--- src/hw/secp_pkg.sv ---
// Shared constants, types and helpers for the serial memory host controller.
package secp_pkg;

	////////////////////////////////////////////////////////////////////////
	// Timing. Times keep their printed unit; cycle counts derive from them.
	localparam int unsigned CLK_PERIOD_NS = 100;
	// Shortest high phase of the shift clock.
	localparam int unsigned LINK_HIGH_NS = 2000;
	localparam int unsigned LINK_HALF_CYC =
		(LINK_HIGH_NS + CLK_PERIOD_NS - 1) / CLK_PERIOD_NS;
	// Select low time that performs a programming operation.
	localparam int unsigned T_PROG_US = 10000;
	localparam int unsigned T_PROG_CYC =
		(T_PROG_US * 1000 + CLK_PERIOD_NS - 1) / CLK_PERIOD_NS;
	// Upper limit for the programming interval.
	localparam int unsigned T_PROG_MAX_US = 30000;
	localparam int unsigned T_PROG_MAX_CYC =
		(T_PROG_MAX_US * 1000) / CLK_PERIOD_NS;
	localparam int unsigned HALF_W = 5;
	localparam int unsigned PROG_W = 19;

	////////////////////////////////////////////////////////////////////////
	// Frame sizes, given as the last index of each bit counter.
	localparam logic [4:0] CMD_LAST = 5'h08;
	localparam logic [4:0] WR_LAST = 5'h0F;
	localparam logic [4:0] RD_LAST = 5'h10;
	localparam logic [4:0] GAP_LAST = 5'h01;

	////////////////////////////////////////////////////////////////////////
	// Serial patterns, start bit included, most significant bit sent first.
	localparam logic [4:0] PAT_READ = 5'h10;
	localparam logic [4:0] PAT_WRITE = 5'h18;
	localparam logic [4:0] PAT_ERASE = 5'h14;
	localparam logic [8:0] PAT_PROG_EN = 9'h1C1;
	localparam logic [8:0] PAT_PROG_DIS = 9'h1C2;
	localparam logic [8:0] PAT_FILL_ALL = 9'h1C4;
	localparam logic [8:0] PAT_CLEAR_ALL = 9'h1C5;

	// Operations the user port can request.
	typedef enum logic [2:0] {
		OP_READ,
		OP_WRITE,
		OP_ERASE,
		OP_PROG_EN,
		OP_PROG_DIS,
		OP_FILL_ALL,
		OP_CLEAR_ALL
	} secp_op_e;

	// Operations that change stored contents.
	function automatic logic secp_is_prog(input secp_op_e op);
		return (op == OP_WRITE) || (op == OP_ERASE) ||
			(op == OP_FILL_ALL) || (op == OP_CLEAR_ALL);
	endfunction

	// Serial pattern for an operation and register address.
	function automatic logic [8:0] secp_cmd_bits(input secp_op_e op,
		input logic [3:0] addr);
		logic [8:0] bits;
		bits = PAT_PROG_DIS;
		unique case (op)
			OP_READ: bits = {PAT_READ, addr};
			OP_WRITE: bits = {PAT_WRITE, addr};
			OP_ERASE: bits = {PAT_ERASE, addr};
			OP_PROG_EN: bits = PAT_PROG_EN;
			OP_PROG_DIS: bits = PAT_PROG_DIS;
			OP_FILL_ALL: bits = PAT_FILL_ALL;
			OP_CLEAR_ALL: bits = PAT_CLEAR_ALL;
			default: bits = PAT_PROG_DIS;
		endcase
		return bits;
	endfunction

endpackage

--- src/hw/secp_tick_if.sv ---
// Run request and half-period tick between the controller and its divider.
interface secp_tick_if;
	logic run;
	logic tick;
	modport gen(input run, output tick);
	modport user(output run, input tick);
endinterface

--- src/hw/secp_host.sv ---
// Host controller that runs instructions on a four-wire serial memory.
module secp_host
	import secp_pkg::*;
#(
	parameter int unsigned PROG_CYC = T_PROG_CYC
)
(
	// Clock, reset and enable.
	input wire logic i_clk,
	input wire logic i_sys_rst,
	input wire logic i_ce,
	// User command port.
	input wire logic i_cmd_valid,
	output logic o_cmd_ready,
	input wire logic [2:0] i_cmd_op,
	input wire logic [3:0] i_cmd_addr,
	input wire logic [15:0] i_cmd_wdata,
	// User response port.
	output logic o_rsp_valid,
	output logic o_rsp_err,
	output logic [15:0] o_rsp_rdata,
	output logic o_prog_en,
	// Serial link pins.
	output logic o_cs,
	output logic o_shift_clock,
	output logic o_serial_in,
	output logic o_serial_in_oe,
	input wire logic i_serial_out
);

	typedef enum logic [2:0] {
		ST_IDLE,
		ST_SELECT,
		ST_CMD,
		ST_WDATA,
		ST_RDATA,
		ST_PROG,
		ST_STOP,
		ST_GAP
	} secp_state_e;

	secp_tick_if tk();

	secp_state_e state_reg, state_next;
	secp_op_e op_reg, op_next;
	logic [8:0] cmd_reg, cmd_next;
	logic [15:0] data_reg, data_next;
	logic [15:0] rd_reg, rd_next;
	logic [4:0] cnt_reg, cnt_next;
	logic [PROG_W-1:0] timer_reg, timer_next;
	logic cs_reg, cs_next;
	logic shclk_reg, shclk_next;
	logic si_reg, si_next;
	logic oe_reg, oe_next;
	logic en_reg, en_next;
	logic rsp_reg, rsp_next;
	logic err_reg, err_next;
	logic so_m1_reg, so_m2_reg, so_m3_reg, so_val_reg;

	////////////////////////////////////////////////////////////////////////
	// The serial output is asynchronous; three stages, change on agreement.
	always_ff @(posedge i_clk)
	begin
		if (i_sys_rst)
		begin
			so_m1_reg <= 1'b0;
			so_m2_reg <= 1'b0;
			so_m3_reg <= 1'b0;
			so_val_reg <= 1'b0;
		end
		else if (i_ce)
		begin
			so_m1_reg <= i_serial_out;
			so_m2_reg <= so_m1_reg;
			so_m3_reg <= so_m2_reg;
			if (so_m2_reg == so_m3_reg)
			begin
				so_val_reg <= so_m3_reg;
			end
		end
	end

	////////////////////////////////////////////////////////////////////////
	// The divider stops during programming so the shift clock rests.
	assign tk.run = (state_reg != ST_IDLE) && (state_reg != ST_PROG);

	secp_tick_gen u_tick_gen (
		.i_clk(i_clk),
		.i_sys_rst(i_sys_rst),
		.i_ce(i_ce),
		.t(tk.gen)
	);

	////////////////////////////////////////////////////////////////////////
	// Sequencer: next values for the whole frame state.
	always_comb
	begin
		state_next = state_reg;
		op_next = op_reg;
		cmd_next = cmd_reg;
		data_next = data_reg;
		rd_next = rd_reg;
		cnt_next = cnt_reg;
		timer_next = timer_reg;
		cs_next = cs_reg;
		shclk_next = shclk_reg;
		si_next = si_reg;
		oe_next = oe_reg;
		en_next = en_reg;
		rsp_next = 1'b0;
		err_next = 1'b0;
		unique case (state_reg)
			ST_IDLE:
			begin
				if (i_cmd_valid)
				begin
					op_next = secp_op_e'(i_cmd_op);
					cmd_next = secp_cmd_bits(secp_op_e'(i_cmd_op), i_cmd_addr);
					data_next = i_cmd_wdata;
					// Refused here rather than sent to the memory.
					if (secp_is_prog(secp_op_e'(i_cmd_op)) && !en_reg)
					begin
						rsp_next = 1'b1;
						err_next = 1'b1;
					end
					else
					begin
						// Select rises while serial in is held low.
						state_next = ST_SELECT;
						cs_next = 1'b1;
						si_next = 1'b0;
						oe_next = 1'b1;
					end
				end
			end
			ST_SELECT:
			begin
				if (tk.tick)
				begin
					// First bit is the start bit; low to high.
					state_next = ST_CMD;
					cnt_next = '0;
					si_next = cmd_reg[8];
				end
			end
			ST_CMD:
			begin
				if (tk.tick && !shclk_reg)
				begin
					shclk_next = 1'b1; // Device takes the bit here.
				end
				else if (tk.tick)
				begin
					shclk_next = 1'b0;
					cnt_next = cnt_reg + 5'h01;
					cmd_next = {cmd_reg[7:0], 1'b0};
					si_next = cmd_reg[7];
					if (cnt_reg == CMD_LAST)
					begin
						cnt_next = '0;
						si_next = 1'b0;
						unique case (op_reg)
							OP_READ:
							begin
								// Let go of the shared wire.
								state_next = ST_RDATA;
								oe_next = 1'b0;
							end
							OP_WRITE:
							begin
								state_next = ST_WDATA;
								si_next = data_reg[15];
							end
							OP_ERASE, OP_FILL_ALL, OP_CLEAR_ALL:
							begin
								// Select low starts programming.
								state_next = ST_PROG;
								cs_next = 1'b0;
								timer_next = '0;
							end
							default:
							begin
								// Enable and disable need no more bits.
								en_next = (op_reg == OP_PROG_EN);
								state_next = ST_GAP;
								cs_next = 1'b0;
								rsp_next = 1'b1;
							end
						endcase
					end
				end
			end
			ST_WDATA:
			begin
				if (tk.tick && !shclk_reg)
				begin
					shclk_next = 1'b1;
				end
				else if (tk.tick)
				begin
					shclk_next = 1'b0;
					cnt_next = cnt_reg + 5'h01;
					data_next = {data_reg[14:0], 1'b0};
					si_next = data_reg[14];
					if (cnt_reg == WR_LAST)
					begin
						// Exactly sixteen data bits, then program.
						state_next = ST_PROG;
						cs_next = 1'b0;
						si_next = 1'b0;
						timer_next = '0;
					end
				end
			end
			ST_RDATA:
			begin
				if (tk.tick && !shclk_reg)
				begin
					// Sample just before the rise; dummy falls off top.
					shclk_next = 1'b1;
					rd_next = {rd_reg[14:0], so_val_reg};
				end
				else if (tk.tick)
				begin
					shclk_next = 1'b0;
					cnt_next = cnt_reg + 5'h01;
					if (cnt_reg == RD_LAST)
					begin
						// Seventeen clocks, then deselect and take back the output.
						state_next = ST_GAP;
						cs_next = 1'b0;
						oe_next = 1'b1;
						cnt_next = '0;
						rsp_next = 1'b1;
					end
				end
			end
			ST_PROG:
			begin
				// Fixed low time keeps well inside the limit.
				timer_next = timer_reg + PROG_W'(1);
				if (timer_reg == PROG_W'(PROG_CYC - 1))
				begin
					// Select rises with no start bit: divider runs again for one half period.
					state_next = ST_STOP;
					cs_next = 1'b1;
				end
			end
			ST_STOP:
			begin
				if (tk.tick)
				begin
					state_next = ST_GAP;
					cs_next = 1'b0;
					cnt_next = '0;
					rsp_next = 1'b1;
				end
			end
			ST_GAP:
			begin
				// Two half periods low: one full clock before reuse.
				if (tk.tick)
				begin
					cnt_next = cnt_reg + 5'h01;
					if (cnt_reg == GAP_LAST)
					begin
						state_next = ST_IDLE;
						cnt_next = '0;
					end
				end
			end
		endcase
	end

	// Registers only; reset leaves programming disabled.
	always_ff @(posedge i_clk)
	begin
		if (i_sys_rst)
		begin
			state_reg <= ST_IDLE;
			op_reg <= OP_READ;
			cmd_reg <= '0;
			data_reg <= '0;
			rd_reg <= '0;
			cnt_reg <= '0;
			timer_reg <= '0;
			cs_reg <= 1'b0;
			shclk_reg <= 1'b0;
			si_reg <= 1'b0;
			oe_reg <= 1'b1;
			en_reg <= 1'b0;
			rsp_reg <= 1'b0;
			err_reg <= 1'b0;
		end
		else if (i_ce)
		begin
			state_reg <= state_next;
			op_reg <= op_next;
			cmd_reg <= cmd_next;
			data_reg <= data_next;
			rd_reg <= rd_next;
			cnt_reg <= cnt_next;
			timer_reg <= timer_next;
			cs_reg <= cs_next;
			shclk_reg <= shclk_next;
			si_reg <= si_next;
			oe_reg <= oe_next;
			en_reg <= en_next;
			rsp_reg <= rsp_next;
			err_reg <= err_next;
		end
	end

	////////////////////////////////////////////////////////////////////////
	// Outputs. Ready is combinational; everything else is a flip-flop.
	assign o_cmd_ready = (state_reg == ST_IDLE);
	assign o_rsp_valid = rsp_reg;
	assign o_rsp_err = err_reg;
	assign o_rsp_rdata = rd_reg;
	assign o_prog_en = en_reg;
	assign o_cs = cs_reg;
	assign o_shift_clock = shclk_reg;
	assign o_serial_in = si_reg;
	assign o_serial_in_oe = oe_reg;

	////////////////////////////////////////////////////////////////////////
	// Checks. Count of select-low cycles for the spacing check.
	logic [7:0] low_cnt_reg;

	always_ff @(posedge i_clk)
	begin
		// Reset counts as a long idle, so the first frame is not flagged.
		if (i_sys_rst)
		begin
			low_cnt_reg <= 8'hFF;
		end
		else if (cs_reg)
		begin
			low_cnt_reg <= '0;
		end
		else if (i_ce && low_cnt_reg != 8'hFF)
		begin
			low_cnt_reg <= low_cnt_reg + 8'h01;
		end
	end
endmodule

--- src/hw/secp_sk_gen.sv ---
// Half-period timer that paces the shift clock made by the controller.
module secp_tick_gen
	import secp_pkg::*;
(
	// Clock, reset and enable.
	input wire logic i_clk,
	input wire logic i_sys_rst,
	input wire logic i_ce,
	// Pacing link to the controller.
	secp_tick_if.gen t
);

	localparam logic [HALF_W-1:0] HALF_LAST = HALF_W'(LINK_HALF_CYC - 1);

	logic [HALF_W-1:0] cnt_reg;
	logic [HALF_W-1:0] cnt_next;

	////////////////////////////////////////////////////////////////////////
	// A tick comes every half period; the count restarts whenever run drops.
	assign t.tick = t.run && (cnt_reg == HALF_LAST);

	always_comb
	begin
		cnt_next = cnt_reg;
		if (!t.run || t.tick)
		begin
			cnt_next = '0;
		end
		else
		begin
			cnt_next = cnt_reg + HALF_W'(1);
		end
	end

	// Registers only; clock enable freezes the count.
	always_ff @(posedge i_clk)
	begin
		if (i_sys_rst)
		begin
			cnt_reg <= '0;
		end
		else if (i_ce)
		begin
			cnt_reg <= cnt_next;
		end
	end

endmodule

--- config.mk ---
export PLATFORM = sky130hd
export DESIGN_NAME = secp_host
export DESIGN_NICKNAME = d
export VERILOG_FILES = /design/src/hw/secp_pkg.sv /design/src/hw/secp_tick_if.sv /design/src/hw/secp_host.sv /design/src/hw/secp_sk_gen.sv
export SDC_FILE = /design/constraint.sdc
export NUM_CORES = 1
export LEC_CHECK = 0
export BUFFER_PORTS_ARGS = -buffer_cell sky130_fd_sc_hd__buf_2
export CAP_MARGIN = 20
export CORE_UTILIZATION = 61
export CTS_BUF_LIST = sky130_fd_sc_hd__clkbuf_8
export DETAILED_ROUTE_END_ITERATION = 8
export PLACE_DENSITY_LB_ADDON = 0.3
export SLEW_MARGIN = 40
export SYNTH_ARGS = -nofsm -noshare
export SYNTH_HDL_FRONTEND = slang
export SYNTH_SLANG_ARGS = --single-unit
--- constraint.sdc ---
create_clock -name i_clk -period 3.05 [get_ports i_clk]
set_input_delay 0.305 -clock i_clk [delete_from_list [all_inputs] [get_ports i_clk]]
set_output_delay 0.305 -clock i_clk [all_outputs]
set_load 0.05 [all_outputs]
==> summary by stage, run 1 <==
Floorplanning
The die covers 7688 um^2. The floorplan step set the die width to 87.68 um. In this run the standard cell core region covers 6944 um^2. The number of standard-cell rows in the floorplan is 30. The I/O pin count is 52. The effective utilization at floorplan is 64.49%. The floorplan step set the die height to 87.68 um.

Worst setup path
The critical path contains buffers and inverters numbering 2 combined. The worst register-to-register path has a depth of 8. The critical path data required time is 3320 ps. For this run, the slowest stage of the critical path takes 780 ps. The worst reg-to-reg setup slack is 400 ps. For this design, the slowest cell found on the critical path is sky130_fd_sc_hd__dfxtp_1. The top cell family by delay on the critical path is flip-flops. Data on the critical path arrives at its endpoint at 2920 ps. The endpoint identified for the worst register-to-register timing path is data_reg[4]. The type of the worst setup path is reg -> reg. The start point of the critical path is state_reg[2]. Walking the worst path, the cells encountered are buf_4, nor3_1, a21o_1, nor2_1, o21a_1, buf_4, nor2_1, a311oi_1. The source of the worst register-to-register timing path is state_reg[2]. STA classifies the critical path startpoint as a flip-flop. The most critical setup path has its endpoint at data_reg[4]. The maximum fanout encountered on the critical timing path is 32. The number of cells on the critical path is 8. The endpoint kind of the worst setup timing path is a flip-flop.

STA
Setup violations remaining at the end of the flow were counted as 0. The worst path needs 2649 ps of the cycle, external delays included. The worst slack on hold paths is 172.3 ps. The number of pins with negative max-slew slack in the final report is 0. The remaining max-slew budget at the tightest pin is 53.21%.

In the finished design, the share of the clock period the worst path needs comes to 86.85%. Setup repair after global routing left no endpoint under its margin. On the final layout, the worst clock skew is 11.71 ps. The actual slew at the worst max-slew pin is 700.9 ps. The maximum achievable frequency is 0.3775 GHz. The sum of negative setup slack is 0 ps.

The number of hold-slack violations in the final timing report is 0.

Layout
The register with the most flip-flops in the layout has 19 of them. 0 antenna diodes ended up in the layout. In the final layout, the share of cells above drive strength 1 is 15.61%. Summing all multi-input logic gate instances after layout gives 2537 um^2. The final-layout fill cell count is 564.

The register cell area after layout is 1742 um^2. Compared with the post-synthesis result, the final layout area differs by 11.82%. For this run, the post-layout net count is 636. With fillers left out, the area of the finished cells amounts to 5007 um^2.

Pwr
Per report_power, the clock group accounts for 29.7% of the total. Net switching is 31.73% of the power. In this run the power density over the cells is 484.1 nW/um^2.

The power share of the combinational group is 18.7%. IR analysis of the VDD net gives a maximum drop of 0.0002817 V. The analysis attributes to net switching a power of 0.7691 mW. The analysis attributes to cell leakage a power of 1.898 nW.

Sequential cells account for 51.6% of the total power. The internal power of the cells totals 1.655 mW.

Run
The count of maximum capacitance violations is 0.

Drt
The first routing iteration left 336 violations. The number of detailed-route iterations in the first pass is 5. The final route contains 4251 vias. The remaining design rule violation count is 0. The average via count per standard cell is 6.090.

In the final routed layout, each cell accounts on average for 15.28 um. The number of nets with antenna violations after routing is 0. The total wire length is 10660 um.

Synth
The number of enable flip-flop cells after synthesis is 0. The post-synthesis instance area is 4478 um^2. The post-synthesis cell type count is 64. The cell count after synthesis came out at 553. After synthesis, the cell types taking the most area are sky130_fd_sc_hd__dfxtp_1 39%, sky130_fd_sc_hd__nor2_1 6.9%, sky130_fd_sc_hd__mux2i_1 5.8%. The number of nets handed over by synthesis was 591.

The share of flip-flops with an asynchronous set or reset is 0%. The count of yosys warnings during synthesis is 0. In this run, synthesis produced a sequential element count of 87. The largest area contributor in the netlist is sky130_fd_sc_hd__dfxtp_1. The most used flip-flop cell after synthesis is sky130_fd_sc_hd__dfxtp_1.

A synthesized cell averages 8.098 um^2. The most frequently used cell type in the post-synthesis netlist is sky130_fd_sc_hd__dfxtp_1. After synthesis, the most frequently instantiated cells are 87 x sky130_fd_sc_hd__dfxtp_1, 82 x sky130_fd_sc_hd__nor2_1, 53 x sky130_fd_sc_hd__nand2_1. The synthesized design devotes to its leading area cell type 38.89% of total area. Sequential elements use 38.89% of the synthesized area.

GRT
Across every metal layer, demand over resource in global routing totals 29.13%. The first global-routing pass estimated 17740 um of wire. The number of antenna violations at the first check in global routing was 0.

The maximum number of pins on one net before global-route repair is 33. The via count of the first global-routing pass is 3861. The remaining global-route overflow is 0.

Clock tree
In this run, CTS created clock tree buffers numbering 9. The post-cts gate resize count is 0. The cell sitting at the root of the clock tree is a sky130_fd_sc_hd__clkbuf_8. The clock input transition at the sequential cells of the worst setup and hold paths is 90 ps. The largest buffer count on any clock path is 2. The tree built by TritonCTS fans out to 87 sinks. The post-CTS setup repair buffer count is 0.

The clock reaches the later pin of the worst-skew pair after 370 ps. The quantity of hold-fixing buffers added after cts is 0. The H-tree depth is 3. The CTS tree is yes.

Placed design
The total of buffers placed on input and output ports is 51. At the end of routability-driven placement, the weighted congestion stood at 0.9232. The detailed placement HPWL is 7635 um. The cell area after placement is 4838 um^2.

Run status
The run finished with clean final reports.

Hold path
The class of the tightest hold or removal check is in -> reg.
[per-stage QoR]
stage / power [mW] / utilization, % / std cells / setup WS (ps)
after floorplan: 1.596 / - / 553 / 345.6
after global placement: 1.699 / 69.68 / 683 / 676.7
after detailed placement: 1.718 / 69.68 / 683 / 498.7
after CTS: 2.421 / 72.11 / 698 / 443.1
after global routing: 2.531 / 72.11 / 698 / 256.0
final: 2.424 / 72.11 / 698 / 401.2
[worst register-to-register path: stages, from the launching register on]
cell,delay [ps]
sky130_fd_sc_hd__dfxtp_1,780
sky130_fd_sc_hd__buf_4,290
sky130_fd_sc_hd__nor3_1,80
sky130_fd_sc_hd__a21o_1,230
sky130_fd_sc_hd__nor2_1,250
sky130_fd_sc_hd__o21a_1,220
sky130_fd_sc_hd__buf_4,310
sky130_fd_sc_hd__nor2_1,110
sky130_fd_sc_hd__a311oi_1,290
[power groups by stage]
| stage | Combinational [mW] | Sequential (mW) | Clock [mW] |
|---|---|---|---|
| floorplan | 0.329 | 1.27 | 0 |
| global placement | 0.427 | 1.27 | 0 |
| detailed placement | 0.443 | 1.28 | 0 |
| CTS | 0.446 | 1.25 | 0.725 |
| global route | 0.499 | 1.26 | 0.773 |
| finish | 0.453 | 1.25 | 0.720 |
[cell type report]
cell class                      instances  area share, %
Tap cell                               96          2.399
Multi-Input combinational cell        417          50.67
Clock buffer                            9          2.474
Timing Repair Buffer                   68          7.646
Clock inverter                          6         0.8996
Inverter                               15          1.124
Sequential cell                        87          34.78
[cells by family after synthesis]
group / count (synthesis) / synth area share (%)
xor gates and xnor gates: 19 / 3.716
DFF: 87 / 38.89
buffers and inverters: 49 / 4.443
and+or+nand+nor: 253 / 28.16
muxes: 26 / 5.812
adders and majority gates: 10 / 2.794
AOI/OAI and AO/OA: 109 / 16.18
[how the worst min path moves through the flow]
stage | depth (start not counted) | end | slack [ps] | startpoint
2_1_floorplan | 2 | cmd_reg[4] | 430 | cmd_reg[4]
3_3_place_gp | 2 | cmd_reg[4] | 440 | cmd_reg[4]
3_5_place_dp | 2 | cmd_reg[4] | 450 | cmd_reg[4]
4_1_cts | 3 | so_m1_reg | 170 | i_serial_out
5_1_grt | 3 | so_m1_reg | 190 | i_serial_out
6_report | 3 | so_m1_reg | 170 | i_serial_out
[metal layers]
metal  global-route usage [%]  vias to the layer above  share of wire, %
li1                         -                     2070                 -
met1                    38.51                     1988                44
met2                    46.38                      163                47
met3                    4.713                       30               5.8
met4                    14.46                        0               2.7
met5                        0                        -                 0
[placed cells by master (no fill, tap or decap), types with 3 or more instances in the layout]
cell / n
sky130_fd_sc_hd__o21ai_0: 15
sky130_fd_sc_hd__and3_1: 5
sky130_fd_sc_hd__or4_1: 4
sky130_fd_sc_hd__a21oi_1: 35
sky130_fd_sc_hd__clkinvlp_4: 3
sky130_fd_sc_hd__a311oi_1: 15
sky130_fd_sc_hd__or3_1: 3
sky130_fd_sc_hd__xor2_1: 3
sky130_fd_sc_hd__nand4b_1: 3
sky130_fd_sc_hd__nand3b_1: 4
sky130_fd_sc_hd__nand2b_1: 7
sky130_fd_sc_hd__inv_1: 13
sky130_fd_sc_hd__a31oi_1: 6
sky130_fd_sc_hd__ha_1: 10
sky130_fd_sc_hd__o211ai_1: 3
sky130_fd_sc_hd__xnor2_1: 16
sky130_fd_sc_hd__buf_4: 17
sky130_fd_sc_hd__clkbuf_8: 9
sky130_fd_sc_hd__dfxtp_1: 87
sky130_fd_sc_hd__nand2_1: 53
sky130_fd_sc_hd__nand4_1: 8
sky130_fd_sc_hd__buf_2: 51
sky130_fd_sc_hd__a211oi_1: 6
sky130_fd_sc_hd__nor2b_1: 4
sky130_fd_sc_hd__nand3_1: 32
sky130_fd_sc_hd__and2_1: 5
sky130_fd_sc_hd__nor2_1: 82
sky130_fd_sc_hd__mux2i_1: 26
sky130_fd_sc_hd__nor3b_1: 4
sky130_fd_sc_hd__a21o_1: 4
sky130_fd_sc_hd__nor3_1: 20
sky130_fd_sc_hd__nor4_1: 4
(Power assumes the default switching activity.)
==> inputs of run 2 (changes only) <==
--- a/config.mk
+++ b/config.mk
@@ -7,7 +7,7 @@
 export LEC_CHECK = 0
 export BUFFER_PORTS_ARGS = -buffer_cell sky130_fd_sc_hd__buf_2
 export CAP_MARGIN = 20
-export CORE_UTILIZATION = 61
+export CORE_UTILIZATION = 55
 export CTS_BUF_LIST = sky130_fd_sc_hd__clkbuf_8
 export DETAILED_ROUTE_END_ITERATION = 8
 export PLACE_DENSITY_LB_ADDON = 0.3
==> constraint.sdc (replaced) <==
create_clock -name i_clk -period 2.3 [get_ports i_clk]
set_input_delay 0.23 -clock i_clk [delete_from_list [all_inputs] [get_ports i_clk]]
set_output_delay 0.23 -clock i_clk [all_outputs]
set_load 0.05 [all_outputs]
==> summary by stage, run 2 (synthesis gave the netlist of run 1 again) <==
Worst setup path
The buffering stage count on the worst path with inverters included is 0. The maximum fanout encountered on the critical timing path is 4. Grouping stages by cell kind, the critical path spends the most delay in simple AND/OR/NAND/NOR gates. The data arrival time of the critical path is 2460 ps. Walking the worst path, the cells encountered are or4_1, or4_4, o21ai_2, and3_4, a41oi_1, a31o_2. The source of the worst register-to-register timing path is timer_reg[11].

The worst setup path is captured at a flip-flop. The type of the worst setup path is reg -> reg. The worst setup path is launched from a flip-flop. Data on the critical path is required at its endpoint by 2540 ps. The number of cells on the critical path is 6. The slowest stage of the critical path belongs to the cell sky130_fd_sc_hd__or4_1. The delay of the slowest critical-path stage is 530 ps.

The logic depth of the worst register-to-register path is 6. The critical path starts at timer_reg[11].

STA
The number of pins with negative max-slew slack in the final report is 0. For the finished layout, the period the worst path requires is 2217 ps. The remaining max-slew budget at the tightest pin is 61.95%. The actual slew at the worst max-slew pin is 562.8 ps. Setup violations remaining at the end of the flow were counted as 0. The maximum achievable frequency is 0.4511 GHz.

The worst path uses 96.38% of the clock period. The slack of the critical path is 83.21 ps. The number of hold-slack violations in the final timing report is 0. The clock skew is 14.19 ps. The sum of negative setup slack is 0 ps. Setup repair after global routing could not meet its margin everywhere.

Placed design
At the placement stage, the worst setup path has a slack of 1.371 ps. Routability-driven placement finished with a final weighted congestion of 0.9462. The number of placed instances, taps included, is 701.

Input and output buffers added on the ports amount to 51. The detailed placement HPWL is 7588 um.

Drt
The routed layout has 4290 vias. The number of detailed-route iterations in the first pass is 8. The count of nets left with antenna violations once routing finished came out at 0. The total wire length is 10800 um. The average via count per standard cell is 5.967. The remaining design rule violation count is 0. The number of design-rule violations left by the first detailed-router iteration is 361. In the final routed layout, each cell accounts on average for 15.02 um.

GRT
Entering global routing, the biggest net connects 43 pins. The remaining global-route overflow is 0. The first global-routing pass estimated 18170 um of wire.

The number of antenna violations at the first check in global routing came to 0. Global routing used 26.32% of the available tracks across all layers. The via count of the first global-routing pass came to 3895.

Floorplanning
The effective utilization at floorplan is 57.36%. From bottom edge to top edge, the die measures 92.23 um. In this run the core area contains 32 standard-cell rows. The overall die width is 92.23 um. The total die area is 8506 um^2.

The placeable core area is 7807 um^2. The I/O pin count is 52.

Hold path
The class of the tightest hold or removal check is in -> reg. Counting instances, the worst hold path has a depth of 2. The startpoint identified for the worst hold timing path is i_sys_rst.

Clock tree
Buffers inserted to repair hold after CTS numbered 0. The tree is rooted in a sky130_fd_sc_hd__clkbuf_8. The later pin in the worst-skew pair is clocked with a latency of 360 ps.

The H-tree depth is 3. Counting along the longest clock path gives a buffer depth of 2. The CTS sink count is 87. The number of buffers added by the clock tree synthesis step is 9. The CTS tree is yes. The clock input transition at the sequential cells of the worst setup and hold paths is 90 ps. The post-CTS setup repair buffer count is 0.

Layout
The number of flip-flops under the largest register name is 19. The number of standard cells in the final layout excluding fillers is 719. For this run, the share of the core covered by cells in the final layout is 67.10%. The number of nets in the final layout is 650.

The share of layout cells above drive strength 1 is 19.61%. The number of diodes is 0. In the layout the commonest cells are 83 x sky130_fd_sc_hd__dfxtp_1, 82 x sky130_fd_sc_hd__nor2_1, 53 x sky130_fd_sc_hd__nand2_1, 53 x sky130_fd_sc_hd__buf_2, 35 x sky130_fd_sc_hd__a21oi_1. The library cell used most frequently in the layout, excluding fill and tap cells, is sky130_fd_sc_hd__dfxtp_1. Relative to the synthesized area, the layout overhead comes to 16.99%.

Pwr
In this run the power density over the cells is 632.7 nW/um^2. The leakage component of the power is 1.994 nW. Across the VDD grid, the largest voltage drop is 0.0004794 V. Total power for the finished layout comes to 3.314 mW.

Run status
The run finished with clean final reports.

Run
Max-cap violations in this run came to 0.
run 2: final timing paths:
check | to | slack [ps]
setup reg to reg | state_reg[2] | 80
hold reg to reg | o_rsp_err | 460
setup / recovery | state_reg[2] | 80
hold / removal | data_reg[14] | 100
run 2: area by class of cell:
| type | instances | area [um^2] |
|---|---|---|
| repair buffers | 82 | 524.3 |
| fillers | 672 | 2569 |
| clock inverters | 5 | 40.04 |
| well taps | 102 | 127.6 |
| flip-flops and latches | 87 | 1749 |
| clock buffers | 11 | 151.4 |
| inverters | 15 | 56.30 |
| multi-input cells | 417 | 2590 |
run 2: through the flow:
stage / hold WS (ps) / area, um^2
detailed placement: 451.9 / 4979
floorplan: 377.2 / 4483
global placement: 443.9 / 4979
finish: 103.8 / 5239
global route: 99.95 / 5239
CTS: 97.42 / 5171
run 2: power breakdown:
part           internal (mW)  switching, mW  total (mW)
Sequential              1.59         0.0570        1.64
Clock                  0.457          0.550        1.01
Combinational          0.256          0.410       0.665
Total                   2.30           1.02        3.31
run 2: worst register-to-register path, delay by kind of cell, from the launching register on:
| kind | cells | cell delay (ps) |
|---|---|---|
| flip-flops | 1 | 340 |
| AND/OR/NAND/NOR | 3 | 1230 |
| AO/OA/AOI/OAI | 3 | 540 |
run 2: routing by layer:
metal / vias to the layer above / GRT usage, % / wire, um
met5: - / 0 / 0
met4: 0 / 8.464 / 218
met3: 28 / 4.395 / 660
met1: 2010 / 35.17 / 4708
li1: 2099 / - / -
met2: 153 / 43.16 / 5210
run 2: timing repair:
| item | in CTS | in global routing |
|---|---|---|
| endpoints found under the setup margin | 1 | 24 |
| gates resized for setup | 1 | 13 |
| gates cloned | 0 | 2 |
| endpoints found under the hold margin | 0 | 0 |
| pin swaps | 0 | 4 |
==> inputs of run 3 (changes only) <==
--- a/config.mk
+++ b/config.mk
@@ -14,4 +14,6 @@
 export SLEW_MARGIN = 40
 export SYNTH_ARGS = -nofsm -noshare
 export SYNTH_HDL_FRONTEND = slang
+export SYNTH_HIERARCHICAL = 1
 export SYNTH_SLANG_ARGS = --single-unit
+export TNS_END_PERCENT = 50
==> summary by stage, run 3 <==
Synth
The number of enable flip-flop cells after synthesis is 0. The area share of the leading cell type in the synthesized netlist is 37.44%. Sorting the synthesized cells by area gives the leading types as sky130_fd_sc_hd__dfxtp_1 37%, sky130_fd_sc_hd__nand2_1 5.9%, sky130_fd_sc_hd__mux2i_1 5.4%. The fraction of the yosys area taken by sequential cells is 37.44%. Of all cell types, the one taking the most synthesized area is sky130_fd_sc_hd__dfxtp_1. The net count after synthesis is 604. For this run, the leading register cell type out of synthesis is sky130_fd_sc_hd__dfxtp_1. The number of different library cells used by synthesis comes to 66. The most frequently used cell type in the post-synthesis netlist is sky130_fd_sc_hd__dfxtp_1. Synthesis produced a netlist whose cell count is 566. Each instance of the synthesized netlist takes up on average 8.219 um^2. In the synthesized netlist, the cells that appear most often are 87 x sky130_fd_sc_hd__dfxtp_1, 73 x sky130_fd_sc_hd__nand2_1, 49 x sky130_fd_sc_hd__a21oi_1, 49 x sky130_fd_sc_hd__nor2_1. In this run the cell area of the synthesized design comes to 4652 um^2. Counting flops with an async set or reset pin after synthesis yields a share of 0%. Counting flops and latches in the post-synthesis netlist gives 87.

The count of yosys warnings during synthesis is 6.

Clock tree
Clock-pin slew was measured on the worst setup and hold paths at 90 ps. The clock reaches the later pin of the worst-skew pair after 360 ps. CTS built an H-tree with a depth of 3. The CTS tree is yes. The largest buffer count on any clock path is 2. The number of buffers added by the clock tree synthesis step is 9. The clock net in this run drives a total of 87 sinks. The root buffer cell chosen for the clock tree is sky130_fd_sc_hd__clkbuf_8.

Worst setup path
Data arrives at the worst endpoint at 2830 ps. The buffering stage count on the worst path with inverters included is 2. In this design, the stage delay of the slowest critical-path cell is 520 ps.

Among the stages of the critical path, the cell type that occurs most often is sky130_fd_sc_hd__nor2_4. The endpoint kind of the worst setup timing path is a flip-flop. STA classifies the critical path startpoint as a flip-flop. The number of cells on the critical path is 10. Traced cell by cell, the critical path runs through and3b_2, nor2_4, inv_2, nor2_4, buf_6, nand2_4, o31a_1, or4_4, or4_1, a21oi_1. Along the worst path, the maximum fanout reaches 8. STA puts the critical path data required time at 2580 ps. The setup path with the least slack is of type reg -> reg. In this design, the largest share of critical-path delay is due to simple AND/OR/NAND/NOR gates.

The cell type of the slowest stage on the worst timing path is sky130_fd_sc_hd__or4_1. The logic depth of the worst register-to-register path is 10.

Pwr
Total power for the finished layout comes to 4.571 mW. IR analysis of the VDD net gives a maximum drop of 0.0005426 V. The leakage component of the power is 2.303 nW. The power density over the cells is 771.3 nW/um^2.

Drt
The number of design-rule violations left by the first detailed-router iteration is 351. The number of nets with antenna violations after routing is 0. The final layout contains routed wiring with a total length of 12130 um.

Dividing the detail-routed via count by the number of cells gives 5.996. The remaining design rule violation count is 0. The total number of vias is 4635. For this run, the detailed router's first-pass iteration total came to 4. The wire length per cell is 15.69 um.

Layout
The summed area of non-filler cells in the final layout is 5926 um^2. The number of nets in the final layout is 701. Leaving out fill and tap cells, the most frequent cells in the layout are 84 x sky130_fd_sc_hd__dfxtp_1, 71 x sky130_fd_sc_hd__nand2_1, 67 x sky130_fd_sc_hd__buf_4. Of the cells placed in the final design, the portion with a size suffix greater than 1 is 30.09%. 0 antenna diodes ended up in the layout. Leaving out fill and tap cells, the most frequent cell in the layout is sky130_fd_sc_hd__dfxtp_1. The register with the most flip-flops in the layout has 19 of them.

Cells fill 72.12% of the core in the end. Compared with the post-synthesis result, the final layout area differs by 27.38%.

GRT
The number of antenna violations at the first check in global routing was 0. For this run, global-route usage on met3 was measured as 5.502%. The layer carrying the most global-route usage is met2. The global-route wire length before repair is 19370 um. The total overflow left after global routing is 0. The met2 demand-to-capacity share in global routing is 45.19%.

The total global routing track utilization is 27.55%. Entering global routing, the biggest net connects 42 pins. For this run, global-route usage on met1 was measured as 36.09%. The via count of the first global-routing pass is 4190.

STA
For this run, the top clock speed supported by timing is 0.3925 GHz. The portion of the clock cycle consumed by the worst path in the final layout is 110.8%. The worst pin sits at a relative slew slack of 68.89%. Counting I/O delays and the setup requirement, the final critical path takes 2548 ps. Setup slack on the critical path of the routed design comes to -247.6 ps. Setup repair after global routing could not meet its margin everywhere. At the pin with the least slew margin, the transition time is 466.7 ps. The number of hold-slack violations in the final timing report is 0. Clock skew on the completed layout was measured at 15.42 ps. Setup violations remaining at the end of the flow were counted as 23. In the final timing run, aggregate negative setup slack is -2780 ps. The number of pins with negative max-slew slack in the final report is 0.

Run status
The flow ran to the end, but the final reports show violations. The final reports fail on negative setup slack.

Placed design
The setup slack at placement is -343.3 ps. The cell area after placement is 5398 um^2. The final RePlAce weighted congestion is 0.9549. The total of buffers placed on input and output ports is 51. The detailed placement HPWL is 8203 um.

Floorplanning
In this run the core area contains 33 standard-cell rows. Once the floorplan was initialized, standard cells occupied 56.62% of the core. During I/O placement, the number of pins put on the boundary was 52. The overall die width is 93.97 um.

The core region is 8217 um^2. The vertical die dimension is 93.97 um. The die covers 8829 um^2.

Run
Max-cap violations in this run came to 0.

Hold path
The class of the tightest hold or removal check is in -> reg. Counting instances, the worst hold path has a depth of 3.
==> run 3: changes by cell type after synthesis, sizes merged, moves of 13 or more <==
cell    previous run  this run
a211oi             6        22
nor2              82        49
nor3              21         8
a311oi            16         2
nand2             53        73
a21oi             36        49
==> run 3: report_power, final <==
group	total (mW)	internal [mW]	switching (mW)
sequential	1.73	1.64	0.0933
clock	1.18	0.616	0.565
combinational	1.66	0.692	0.964
==> run 3: layout make-up <==
cell class	count	area, um^2
Fill cell	603	2291
Multi-Input combinational cell	424	2904
Sequential cell	87	1753
Inverter	17	72.57
Clock inverter	7	97.59
Tap cell	105	131.4
Clock buffer	9	123.9
Timing Repair Buffer	124	843.3
==> run 3: timing repair <==
action	in CTS	in global routing
pin swaps	5	19
hold buffers	0	0
endpoints found under the setup margin	26	42
setup buffers	9	5
resized for setup	7	47
==> run 3: per-stage QoR <==
stage               std cells  hold WS [ps]
floorplan                 566         325.8
detailed placement        744         448.2
CTS                       768         117.6
global placement          744         439.7
finish                    773         119.0
global route              773         121.5
==> run 3: metal layers <==
layer | wire (um) | vias up
li1 | - | 2258
met1 | 5387 | 2206
met2 | 5949 | 152
met3 | 580 | 19
met4 | 209 | 0
met5 | 0 | -
==> run 3: kinds of logic (layout without fill, tap and decap cells) <==
group / count (synthesis) / in the layout / synth area share, %
adder cells (fa/ha/maj): 10 / 10 / 2.690
XOR/XNOR: 11 / 11 / 2.071
multiplexers: 25 / 25 / 5.379
flip-flops: 87 / 87 / 37.44
buffers and inverters: 55 / 157 / 5.218
AO/OA/AOI/OAI: 149 / 149 / 20.90
AND/OR/NAND/NOR: 229 / 229 / 26.30
==> run 3: path summary, 6_finish.rpt <==
kind	start	to	slack [ps]
min	i_serial_out	so_m1_reg	120
max reg2reg	state_reg[0]	timer_reg[11]	-250
max	state_reg[0]	timer_reg[11]	-250
min reg2reg	cmd_reg[6]	cmd_reg[6]	460
==> run 3: worst reg2reg max path, stage by stage, from the launching register on <==
cell	delay, ps
sky130_fd_sc_hd__dfxtp_4	370
sky130_fd_sc_hd__and3b_2	240
sky130_fd_sc_hd__nor2_4	120
sky130_fd_sc_hd__inv_2	60
sky130_fd_sc_hd__nor2_4	80
sky130_fd_sc_hd__buf_6	120
sky130_fd_sc_hd__nand2_4	40
sky130_fd_sc_hd__o31a_1	280
sky130_fd_sc_hd__or4_4	490
sky130_fd_sc_hd__or4_1	520
sky130_fd_sc_hd__a21oi_1	140
